[src/core/ep0_ctrl_pkg.sv]
package ep0_ctrl_pkg;

  // register bus geometry
  localparam int ADDR_W = 12;
  localparam int DATA_W = 32;
  localparam int STRB_W = 4;

  // byte address of the one register behind this slave
  localparam logic [ADDR_W-1:0] OUT_EP0_CONTROL_OFFSET = 12'hB00;

  // value after reset: only the endpoint active indication is set
  localparam logic [DATA_W-1:0] OUT_EP0_CONTROL_RESET = 32'h0000_8000;

  // field positions
  localparam int ENDPOINT_ENABLE_BIT = 31;
  localparam int ENDPOINT_DISABLE_BIT = 30;
  localparam int FORCE_NAK_REQUEST_BIT = 27;
  localparam int RELEASE_NAK_REQUEST_BIT = 26;
  localparam int STALL_CONTROL_BIT = 21;
  localparam int CRC_SKIP_BIT = 20;
  localparam int TRANSFER_TYPE_LSB = 18;
  localparam int NAK_STATUS_FLAG_BIT = 17;
  localparam int ENDPOINT_ACTIVE_FLAG_BIT = 15;

  // byte lanes that carry the writable fields
  localparam int LANE_TOP = 3;
  localparam int LANE_UPPER_MID = 2;

  // fixed field contents
  localparam logic [1:0] TRANSFER_TYPE_CONTROL = 2'h0;
  localparam logic ENDPOINT_ACTIVE_VALUE = 1'b1;

  // reset values of the individual state bits
  localparam logic ENDPOINT_ENABLE_RESET = 1'b0;
  localparam logic STALL_CONTROL_RESET = 1'b0;
  localparam logic NAK_STATUS_RESET = 1'b0;
  localparam logic CRC_SKIP_RESET = 1'b0;

  // axi4-lite response codes
  localparam logic [1:0] RESP_OKAY = 2'h0;
  localparam logic [1:0] RESP_SLVERR = 2'h2;

  // handshake chosen for a token
  typedef enum logic [1:0] {
    HS_NONE,
    HS_ACK,
    HS_NAK,
    HS_STALL
  } handshake_e;

  // events from the packet engine, all one-cycle pulses on sys_clk
  typedef struct packed {
    logic out_token;     // OUT token addressed to endpoint 0
    logic setup_token;   // SETUP token addressed to endpoint 0
    logic pkt_end;       // end of a received data packet
    logic pkt_crc_good;  // crc result, valid with pkt_end
    logic xfer_done;     // core finished the armed transfer
  } usb_event_s;

  // answer back to the packet engine, one-cycle pulses
  typedef struct packed {
    logic resp_valid;
    handshake_e resp_kind;
    logic pkt_accept;
    logic pkt_drop;
  } usb_answer_s;

  // control levels seen by the rest of the core
  typedef struct packed {
    logic endpoint_enable;
    logic stall_control;
    logic nak_status_flag;
    logic crc_skip;
  } ep_state_s;

endpackage

[src/core/set_clear_flag.sv]
`timescale 1ns/1ps
module set_clear_flag #(
  parameter logic RESET_VALUE = 1'b0
) (
  input wire logic sys_clk,
  input wire logic reset_n,
  input wire logic set_pulse,
  input wire logic clr_pulse,
  output logic flag
);

  logic flag_ff;
  logic nxt_flag;

  // set wins so an event in the clearing cycle is never lost
  always_comb begin
    nxt_flag = flag_ff;
    if (clr_pulse) begin
      nxt_flag = 1'b0;
    end
    if (set_pulse) begin
      nxt_flag = 1'b1;
    end
  end

  always_ff @(posedge sys_clk or negedge reset_n) begin
    if (!reset_n) begin
      flag_ff <= RESET_VALUE;
    end else begin
      flag_ff <= nxt_flag;
    end
  end

  assign flag = flag_ff;

endmodule // set_clear_flag

[src/core/usb_out_ep0_control.sv]
// Contract
// RULE1 - enable bit 31: software sets it, only the core clears it.
// RULE2 - disable bit 30 always reads zero; writes to it do nothing.
// RULE3 - writing 1 to bit 27 sets the nak status flag.
// RULE4 - writing 1 to bit 26 clears the nak status flag.
// RULE5 - stall bit 21 set makes OUT transactions answer STALL.
// RULE6 - core clears the stall bit when a SETUP token arrives; a stall write in the same cycle wins and keeps it set.
// RULE7 - stall and nak both set: send STALL, not NAK.
// RULE8 - software keeps reserved bits 29:28 and 25:22 at reset value.
// RULE9 - after reset the register reads 0x0000_8000.
// RULE10 - nak flag set, no stall, no global nak: every OUT gets NAK.
// RULE11 - transfer type field always reads 00, control, not writable.
// RULE12 - crc skip mode set: accept OUT data without crc check.
// RULE13 - force and release nak bits are write pulses reading zero.
//
// The AXI4-Lite interface to the registers was decided locally.
`timescale 1ns/1ps
module usb_out_ep0_control (
  input wire logic sys_clk,
  input wire logic reset_n,
  // axi4-lite write address channel
  input wire logic s_axi_awvalid,
  output logic s_axi_awready,
  input wire logic [ep0_ctrl_pkg::ADDR_W-1:0] s_axi_awaddr,
  input wire logic [2:0] s_axi_awprot,
  // axi4-lite write data channel
  input wire logic s_axi_wvalid,
  output logic s_axi_wready,
  input wire logic [ep0_ctrl_pkg::DATA_W-1:0] s_axi_wdata,
  input wire logic [ep0_ctrl_pkg::STRB_W-1:0] s_axi_wstrb,
  // axi4-lite write response channel
  output logic s_axi_bvalid,
  input wire logic s_axi_bready,
  output logic [1:0] s_axi_bresp,
  // axi4-lite read address channel
  input wire logic s_axi_arvalid,
  output logic s_axi_arready,
  input wire logic [ep0_ctrl_pkg::ADDR_W-1:0] s_axi_araddr,
  input wire logic [2:0] s_axi_arprot,
  // axi4-lite read data channel
  output logic s_axi_rvalid,
  input wire logic s_axi_rready,
  output logic [ep0_ctrl_pkg::DATA_W-1:0] s_axi_rdata,
  output logic [1:0] s_axi_rresp,
  // packet engine side, same clock
  input wire ep0_ctrl_pkg::usb_event_s usb_event,
  input wire logic global_out_nak,
  input wire logic rx_space,
  output ep0_ctrl_pkg::usb_answer_s usb_answer,
  output ep0_ctrl_pkg::ep_state_s ep_state
);
  import ep0_ctrl_pkg::*;

  // write channel holding state
  logic aw_full_ff;
  logic nxt_aw_full;
  logic [ADDR_W-1:0] aw_addr_ff;
  logic [ADDR_W-1:0] nxt_aw_addr;
  logic w_full_ff;
  logic nxt_w_full;
  logic [DATA_W-1:0] w_data_ff;
  logic [DATA_W-1:0] nxt_w_data;
  logic [STRB_W-1:0] w_strb_ff;
  logic [STRB_W-1:0] nxt_w_strb;
  logic awready_ff;
  logic nxt_awready;
  logic wready_ff;
  logic nxt_wready;
  logic bvalid_ff;
  logic nxt_bvalid;
  logic [1:0] bresp_ff;
  logic [1:0] nxt_bresp;

  // read channel state
  logic arready_ff;
  logic nxt_arready;
  logic rvalid_ff;
  logic nxt_rvalid;
  logic [DATA_W-1:0] rdata_ff;
  logic [DATA_W-1:0] nxt_rdata;
  logic [1:0] rresp_ff;
  logic [1:0] nxt_rresp;

  // decoded write strobes toward the control bits
  logic do_write;
  logic write_hit;
  logic lane_top_on;
  logic lane_mid_on;
  logic sw_set_enable;
  logic sw_set_stall;
  logic sw_force_nak;
  logic sw_release_nak;

  // control bits
  logic enable_q;
  logic stall_q;
  logic nak_q;
  logic crc_skip_ff;
  logic nxt_crc_skip;
  logic [DATA_W-1:0] readback;

  // answer path
  usb_answer_s answer_ff;
  usb_answer_s nxt_answer;

  // the write is performed once both halves are held and no response waits
  assign do_write = aw_full_ff && w_full_ff && !bvalid_ff;
  assign write_hit = (aw_addr_ff[ADDR_W-1:2] ==
                      OUT_EP0_CONTROL_OFFSET[ADDR_W-1:2]);
  assign lane_top_on = do_write && write_hit && w_strb_ff[LANE_TOP];
  assign lane_mid_on = do_write && write_hit && w_strb_ff[LANE_UPPER_MID];

  // RULE1 software sets enable
  assign sw_set_enable = lane_top_on && w_data_ff[ENDPOINT_ENABLE_BIT];
  // RULE13 only a written one acts
  assign sw_force_nak = lane_top_on && w_data_ff[FORCE_NAK_REQUEST_BIT];
  assign sw_release_nak = lane_top_on &&
                          w_data_ff[RELEASE_NAK_REQUEST_BIT];
  // writing zero to stall does nothing; only the core can clear it
  assign sw_set_stall = lane_mid_on && w_data_ff[STALL_CONTROL_BIT];

  // write channel: address and data are taken independently
  always_comb begin
    nxt_aw_full = aw_full_ff;
    nxt_aw_addr = aw_addr_ff;
    nxt_w_full = w_full_ff;
    nxt_w_data = w_data_ff;
    nxt_w_strb = w_strb_ff;
    nxt_bvalid = bvalid_ff;
    nxt_bresp = bresp_ff;
    if (s_axi_awvalid && awready_ff) begin
      nxt_aw_full = 1'b1;
      nxt_aw_addr = s_axi_awaddr;
    end
    if (s_axi_wvalid && wready_ff) begin
      nxt_w_full = 1'b1;
      nxt_w_data = s_axi_wdata;
      nxt_w_strb = s_axi_wstrb;
    end
    if (bvalid_ff && s_axi_bready) begin
      nxt_bvalid = 1'b0;
    end
    if (do_write) begin
      nxt_aw_full = 1'b0;
      nxt_w_full = 1'b0;
      nxt_bvalid = 1'b1;
      nxt_bresp = write_hit ? RESP_OKAY : RESP_SLVERR;
    end
    // a held half blocks its channel, so one write at a time
    nxt_awready = !nxt_aw_full;
    nxt_wready = !nxt_w_full;
  end

  always_ff @(posedge sys_clk or negedge reset_n) begin
    if (!reset_n) begin
      aw_full_ff <= 1'b0;
      aw_addr_ff <= '0;
      w_full_ff <= 1'b0;
      w_data_ff <= '0;
      w_strb_ff <= '0;
      awready_ff <= 1'b1;
      wready_ff <= 1'b1;
      bvalid_ff <= 1'b0;
      bresp_ff <= RESP_OKAY;
    end else begin
      aw_full_ff <= nxt_aw_full;
      aw_addr_ff <= nxt_aw_addr;
      w_full_ff <= nxt_w_full;
      w_data_ff <= nxt_w_data;
      w_strb_ff <= nxt_w_strb;
      awready_ff <= nxt_awready;
      wready_ff <= nxt_wready;
      bvalid_ff <= nxt_bvalid;
      bresp_ff <= nxt_bresp;
    end
  end

  // RULE1 core clears enable
  set_clear_flag #(
    .RESET_VALUE(ENDPOINT_ENABLE_RESET)
  ) u_enable_flag (
    .sys_clk(sys_clk),
    .reset_n(reset_n),
    .set_pulse(sw_set_enable),
    .clr_pulse(usb_event.xfer_done),
    .flag(enable_q)
  );

  // RULE6 setup clears stall
  set_clear_flag #(
    .RESET_VALUE(STALL_CONTROL_RESET)
  ) u_stall_flag (
    .sys_clk(sys_clk),
    .reset_n(reset_n),
    .set_pulse(sw_set_stall),
    .clr_pulse(usb_event.setup_token),
    .flag(stall_q)
  );

  // RULE3 force sets nak
  // RULE4 release clears nak
  // both requests in one write: force wins, the safer answer
  set_clear_flag #(
    .RESET_VALUE(NAK_STATUS_RESET)
  ) u_nak_flag (
    .sys_clk(sys_clk),
    .reset_n(reset_n),
    .set_pulse(sw_force_nak),
    .clr_pulse(sw_release_nak),
    .flag(nak_q)
  );

  // crc skip is a plain read-write bit in the upper middle lane
  always_comb begin
    nxt_crc_skip = crc_skip_ff;
    if (lane_mid_on) begin
      nxt_crc_skip = w_data_ff[CRC_SKIP_BIT];
    end
  end

  always_ff @(posedge sys_clk or negedge reset_n) begin
    if (!reset_n) begin
      crc_skip_ff <= CRC_SKIP_RESET;
    end else begin
      crc_skip_ff <= nxt_crc_skip;
    end
  end

  // read value; reserved bits are never stored, so they read zero
  always_comb begin
    readback = '0;
    readback[ENDPOINT_ENABLE_BIT] = enable_q;
    // RULE2 disable reads zero
    readback[ENDPOINT_DISABLE_BIT] = 1'b0;
    // RULE13 requests read zero
    readback[FORCE_NAK_REQUEST_BIT] = 1'b0;
    readback[RELEASE_NAK_REQUEST_BIT] = 1'b0;
    readback[STALL_CONTROL_BIT] = stall_q;
    readback[CRC_SKIP_BIT] = crc_skip_ff;
    // RULE11 type fixed control
    readback[TRANSFER_TYPE_LSB+1:TRANSFER_TYPE_LSB] =
      TRANSFER_TYPE_CONTROL;
    readback[NAK_STATUS_FLAG_BIT] = nak_q;
    // RULE9 active bit gives reset value
    readback[ENDPOINT_ACTIVE_FLAG_BIT] = ENDPOINT_ACTIVE_VALUE;
  end

  // read channel: data is captured when the address is taken
  always_comb begin
    nxt_rvalid = rvalid_ff;
    nxt_rdata = rdata_ff;
    nxt_rresp = rresp_ff;
    if (rvalid_ff && s_axi_rready) begin
      nxt_rvalid = 1'b0;
    end
    if (s_axi_arvalid && arready_ff) begin
      nxt_rvalid = 1'b1;
      if (s_axi_araddr[ADDR_W-1:2] ==
          OUT_EP0_CONTROL_OFFSET[ADDR_W-1:2]) begin
        nxt_rdata = readback;
        nxt_rresp = RESP_OKAY;
      end else begin
        nxt_rdata = '0;
        nxt_rresp = RESP_SLVERR;
      end
    end
    nxt_arready = !nxt_rvalid;
  end

  always_ff @(posedge sys_clk or negedge reset_n) begin
    if (!reset_n) begin
      arready_ff <= 1'b1;
      rvalid_ff <= 1'b0;
      rdata_ff <= '0;
      rresp_ff <= RESP_OKAY;
    end else begin
      arready_ff <= nxt_arready;
      rvalid_ff <= nxt_rvalid;
      rdata_ff <= nxt_rdata;
      rresp_ff <= nxt_rresp;
    end
  end

  // handshake selection, registered so the answer lands one cycle later
  always_comb begin
    nxt_answer = '0;
    nxt_answer.resp_kind = HS_NONE;
    if (usb_event.setup_token) begin
      // setup is never refused by a device
      nxt_answer.resp_valid = 1'b1;
      nxt_answer.resp_kind = HS_ACK;
    end else if (usb_event.out_token) begin
      nxt_answer.resp_valid = 1'b1;
      if (stall_q) begin
        // RULE5 stall answers OUT
        // RULE7 stall beats nak
        nxt_answer.resp_kind = HS_STALL;
      end else if (global_out_nak || nak_q) begin
        // RULE10 nak flag answers nak
        nxt_answer.resp_kind = HS_NAK;
      end else if (!enable_q || !rx_space) begin
        // no room or not armed: ask the host to retry
        nxt_answer.resp_kind = HS_NAK;
      end else begin
        nxt_answer.resp_kind = HS_ACK;
      end
    end
    if (usb_event.pkt_end) begin
      // RULE12 crc skip accepts data
      nxt_answer.pkt_accept = usb_event.pkt_crc_good || crc_skip_ff;
      nxt_answer.pkt_drop = !(usb_event.pkt_crc_good || crc_skip_ff);
    end
  end

  always_ff @(posedge sys_clk or negedge reset_n) begin
    if (!reset_n) begin
      answer_ff <= '0;
    end else begin
      answer_ff <= nxt_answer;
    end
  end

  // outputs straight from flip-flops
  assign s_axi_awready = awready_ff;
  assign s_axi_wready = wready_ff;
  assign s_axi_bvalid = bvalid_ff;
  assign s_axi_bresp = bresp_ff;
  assign s_axi_arready = arready_ff;
  assign s_axi_rvalid = rvalid_ff;
  assign s_axi_rdata = rdata_ff;
  assign s_axi_rresp = rresp_ff;
  assign usb_answer = answer_ff;
  assign ep_state = '{endpoint_enable: enable_q,
                      stall_control: stall_q,
                      nak_status_flag: nak_q,
                      crc_skip: crc_skip_ff};

endmodule // usb_out_ep0_control

[config.mk]
export PLATFORM = sky130hd
export DESIGN_NAME = usb_out_ep0_control
export DESIGN_NICKNAME = d
export VERILOG_FILES = /design/src/core/ep0_ctrl_pkg.sv /design/src/core/set_clear_flag.sv /design/src/core/usb_out_ep0_control.sv
export SDC_FILE = /design/constraint.sdc
export NUM_CORES = 1
export LEC_CHECK = 0
export BUFFER_PORTS_ARGS = -buffer_cell sky130_fd_sc_hd__buf_2
export CELL_PAD_IN_SITES_DETAIL_PLACEMENT = 0
export CELL_PAD_IN_SITES_GLOBAL_PLACEMENT = 2
export CORE_MARGIN = 2
export CORE_UTILIZATION = 23
export CTS_BUF_LIST = sky130_fd_sc_hd__clkbuf_2 sky130_fd_sc_hd__clkbuf_4 sky130_fd_sc_hd__clkbuf_8
export CTS_CLUSTER_SIZE = 20
export DETAILED_ROUTE_END_ITERATION = 12
export GPL_TIMING_DRIVEN = 0
export PLACE_DENSITY = 0.87
export SETUP_SLACK_MARGIN = 0.4
export SYNTH_ARGS = -nofsm -noshare
export SYNTH_HDL_FRONTEND = slang
export SYNTH_SLANG_ARGS = --single-unit
[constraint.sdc]
create_clock -name sys_clk -period 1.8 [get_ports sys_clk]
set_clock_uncertainty 0.15 [all_clocks]
set_input_delay 0.27 -clock sys_clk [delete_from_list [all_inputs] [get_ports sys_clk]]
set_output_delay 0.27 -clock sys_clk [all_outputs]
set_load 0.005 [all_outputs]
; After elaboration in Yosys (flattened, before gate mapping)
; Cells that the tools add are included.
[word_totals]
in_bits = 80
memories = 0
output_inout_bits = 50
register_bits = 100
elab_cells = 74
ramBits = 0
romBits = 0
latchBits = 0
[classes]
n_bitwise = 0
shifts = 0
n_eq_ne = 2
muxes = 23
order_cmp = 0
n_reduce_logical = 28
multipliers = 0
n_addsub = 0
n_div = 0
[op_table]
columns = op, n
row1 = 32-bit two-way mux, 1
row2 = "10-bit == test, second input constant", 2
row3 = 1-bit logical AND, 14
row4 = 1-bit two-way mux, 14
row5 = 2-bit two-way mux, 6
row6 = 2-bit nonzero test, 4
row7 = 1-bit logical NOT, 7
row8 = 3-bit two-way mux, 2
row9 = 1-bit logical OR, 3

; Logic depth before layout (Yosys ltp)
[depth]
word_depth = 7
ltp_mapped = 3

; Modules after synthesis
; Synthesis repeated with hierarchy kept, for this count alone.
[hier_totals]
hier_cells = 154
hier_area_um2 = 1814.2
[by_module_without_submodules]
columns = mod, seq_area_each_um2, area_per_inst_um2, cells_per_inst, instances
row1 = usb_out_ep0_control, 929.6, 1705.4, 145, 1
row2 = set_clear_flag, 25.0, 36.3, 3, 3

; Worst setup path before layout
; OpenSTA, ideal clock, no wires.
[synth_timing]
path_type = register -> register
startpoint = register awready_ff, in the netlist s_axi_awready
endpoint = register aw_addr_ff[10]
synth_period_minus_slack_ps = 1631
t_arrival_ps = 1356
setup_ps = 125
setup_slack_ps = 169
required_time_ps = 1525
path_stages_with_launch = 4
cell_sequence = dfstp_2 > and2_1 > clkbuf_1 > mux2_2
[synth_via]
elab_chain_cells = 1
[synth_rtl]
columns = element, line
row1 = start: declaration, usb_out_ep0_control.sv:65  ; logic awready_ff;
row2 = start signal: assignment, usb_out_ep0_control.sv:171  ; awready_ff <= nxt_awready;
row3 = 1-bit logical AND, usb_out_ep0_control.sv:131  ; if (s_axi_awvalid && awready_ff) begin
row4 = end signal: assignment, usb_out_ep0_control.sv:167  ; aw_addr_ff <= nxt_aw_addr;
row5 = end: declaration, usb_out_ep0_control.sv:57  ; logic [ADDR_W-1:0] aw_addr_ff;
; Every way passes these cells.
; A chain may end at the register's enable or synchronous reset.

; Worst setup path after layout
[layout_timing]
startpoint = register aw_addr_ff[7]
endpoint = register crc_skip_ff
[layout_via]
elab_chain_cells = 3
[layout_rtl]
columns = element, line
row1 = 10-bit == test, usb_out_ep0_control.sv:108  ; assign write_hit = (aw_addr_ff[ADDR_W-1:2] ==
row2 = 1-bit logical AND (2 in a row), usb_out_ep0_control.sv:111  ; assign lane_mid_on = do_write && write_hit && w_strb_ff[LANE_UPPER_MID];
row3 = end signal: assignment, usb_out_ep0_control.sv:225  ; crc_skip_ff <= nxt_crc_skip;
row4 = end: declaration, usb_out_ep0_control.sv:98  ; logic crc_skip_ff;
; Every way passes these cells.

==> impl_metrics.ini <==
[sta]
maxSlewViolCount = 0
setup_viol = 0
finalHoldViolCount = 37
tightestPinTransition_ps = 894
period_needed_ps = 1490
fmax_mhz = 672
whs_ps = -47.8
period_share = 0.827
worst_slack_ps = 312
relSlewSlack = 0.404
fin_tns_setup_ps = 0
rsz0062_at_grt = true

[global_routing]
grt_use_total = 0.0934
use_met1 = 0.110
antenna_found_initial = 0
grt-busiest-layer = met2
use_met2 = 0.150
grt_pass1_vias = 1263
gr-total-overflow = 0
met3_usage = 0.0423
grt_start_max_net_pins = 41
grt_pass1_wl_mm = 6.09

[synthesis]
synthTopCellsByArea = dfrtp_1 51%, buf_4 14%, mux2_2 9.3%
synth-main-ff-cell = dfrtp_1
synth_top_cell_area_share = 0.510
synth_commonest_cells = 37 x dfrtp_1, 33 x buf_4, 15 x mux2_2, 9 x inv_1, 8 x o21ai_0
yosysTopAreaCell = dfrtp_1
yosysUniqueCellTypes = 30
yosysSeqAreaShare = 0.554
syn-mean-instance-area_um2 = 12.2
ys_async_sr_fraction = 1.00
yosysMostFrequentCell = dfrtp_1
ys_ff_latch = 40
synthCells = 149
synth_area_mm2 = 0.00181
synth-warning-count = 0
synth_edf_count = 0

[worst_hold_path]
min_path_type = input port to asynchronous set/reset pin

[critical_path]
cp_num_buf_inv = 0
worst-path-max-fanout = 2
critPathRequiredTime_ps = 1830
slowest_stage = dfrtp_1
crit_chain = nor4_4 > nand4_1 > mux2_2
cp-end-kind = flop
cp.depth = 3
r2r-start = aw_addr_ff[7]$_DFFE_PN0P_
cp_top_family = simple AND/OR/NAND/NOR gates
startpoint = aw_addr_ff[7]$_DFFE_PN0P_
worstSetupPathType = flop to flop
rr_endpoint = crc_skip_ff$_DFFE_PN0P_
crit_end = crc_skip_ff$_DFFE_PN0P_
cp_slowest_stage_delay_ps = 410
ff2ff_path_depth = 3
critPathLaunchType = flop
critPathArrivalTime_ps = 1520
reg2reg_slack_ps = 310

[die]
io_pins = 130
core_mm2 = 0.00769
die_h_um = 92.8
die_x_um = 92.8
num_rows = 32
initial_core_util = 0.236
die-area_mm2 = 0.00861

[detailed_routing]
wire_per_inst_um = 10.9
num_vias = 1340
via_per_inst = 3.70
post-route-drc-count = 0
drt.antenna.violating_nets = 0
drtPass1Iterations = 4
wl_mm = 3.95
drt_iter0_drc = 28

[place]
dpl-instance-area_mm2 = 0.00243
io_buffers = 61
hpwl_mm = 2.96
routabilityCongestion = 0.703
pre_cts_slack_ps = 40.3

[clock_tree]
insertion_delay_ps = 290
cts_max_path_buffers = 2
clock_tree.root_cell = clkbuf_8
path_clk_slew_ps = 70
cts_made_buffers = 5
htreeDepth = 2
cts.sinks = 40
cts_tree = done

[cells_and_area]
fin_nets = 339
drive_gt1_frac = 0.554
antenna_cells = 0
final_area_mm2 = 0.00268
area_growth_pct = 47.7
fillers = 804

[power]
p_leak_nw = 1.42
power_density_mw_per_mm2 = 1060
peakVddDrop_uv = 431

[status]
status = finished with violations
violations = hold timing

[run]
drv_cap = 0
per-layer routing:
metal / wire length (um) / part of all wire / vias up
met2: 1770 / 0.45 / 71
li1: - / - / 672
met3: 442 / 0.11 / 6
met4: 52 / 0.013 / 0
met1: 1690 / 0.43 / 591
met5: 0 / 0 / -
state kept, by name, indices dropped and copies added (netlist names):
signal and flops:
aw_addr_ff 10, s_axi_rdata 5, usb_answer 5, w_data_ff 5, w_strb_ff 2, aw_full_ff 1
crc_skip_ff 1, s_axi_arready 1, s_axi_awready 1, s_axi_bresp 1, s_axi_bvalid 1, s_axi_rresp 1
s_axi_rvalid 1, s_axi_wready 1, u_enable_flag.flag 1, u_nak_flag.flag 1, u_stall_flag.flag 1, w_full_ff 1
repair_timing:
item,CTS,global route
pin swaps,7,7
hold buffers,1,0
hold endpoints to repair,38,0
setup buffers,9,3
endpoints found under the setup margin,19,28
cloned,1,0
gates resized for setup,3,7
worst min path at each step:
stage	slack (ps)	startpoint	cells past startpoint	endpoint
global placement	290	reset_n	1	usb_answer[0]$_DFF_PN0_
floorplan	-180	reset_n	0	aw_addr_ff[10]$_DFFE_PN0P_
CTS	-20	reset_n	1	usb_answer[2]$_DFF_PN0_
finish	-50	reset_n	1	usb_answer[1]$_DFF_PN0_
global route	6	usb_event[0]	2	u_enable_flag.flag$_DFFE_PN0P_
detailed placement	290	usb_event[1]	2	usb_answer[0]$_DFF_PN0_
layout by cell type, fill, tap and decap left out, types with 2 or more instances in the layout:
cell and n:
nor4_4 2, clkbuf_4 2, mux2_4 8, o21a_1 3
nand2b_1 3, inv_1 9, nand4_1 3, buf_2 59
mux2_2 7, a21oi_1 2, conb_1 29, o21ai_0 8
buf_6 4, dfrtp_1 37, dfstp_2 3, buf_4 43
nor2_1 2, a22o_1 4, and3b_1 4, nand3_1 4
clkbuf_8 5
cells by family after synthesis:
logic type	synth area share
simple gates	0.114
mux	0.0931
buf+inv	0.157
other cells	0.00207
compound gates	0.0793
flops	0.554
cell type report:
type                            instances  area [um^2]  area share
Multi-Input combinational cell         94          712       0.266
Clock inverter                          1         5.00     0.00187
Tap cell                              102          128      0.0476
Buffer                                 34          280       0.105
Timing Repair Buffer                   75          433       0.162
Clock buffer                            7         83.8      0.0313
Inverter                                9         33.8      0.0126
Sequential cell                        40         1000       0.375
metrics by stage:
stage	util	hold WS (ps)	instances	power, mW
floorplan	-	-176	177	1.93
global placement	0.316	287	340	2.13
detailed placement	0.316	294	340	2.17
CTS	0.341	-20.9	359	2.86
global route	0.349	5.59	362	3.04
finish	0.349	-47.8	362	2.85
power by group:
part           switching [mW]  leakage, nW  total [mW]  internal (mW)
Sequential              0.209        0.484        1.40           1.19
Clock                   0.296       0.0491       0.598          0.302
Combinational           0.310        0.886       0.856          0.546
Note: power is estimated with default switching activity, not from simulation.
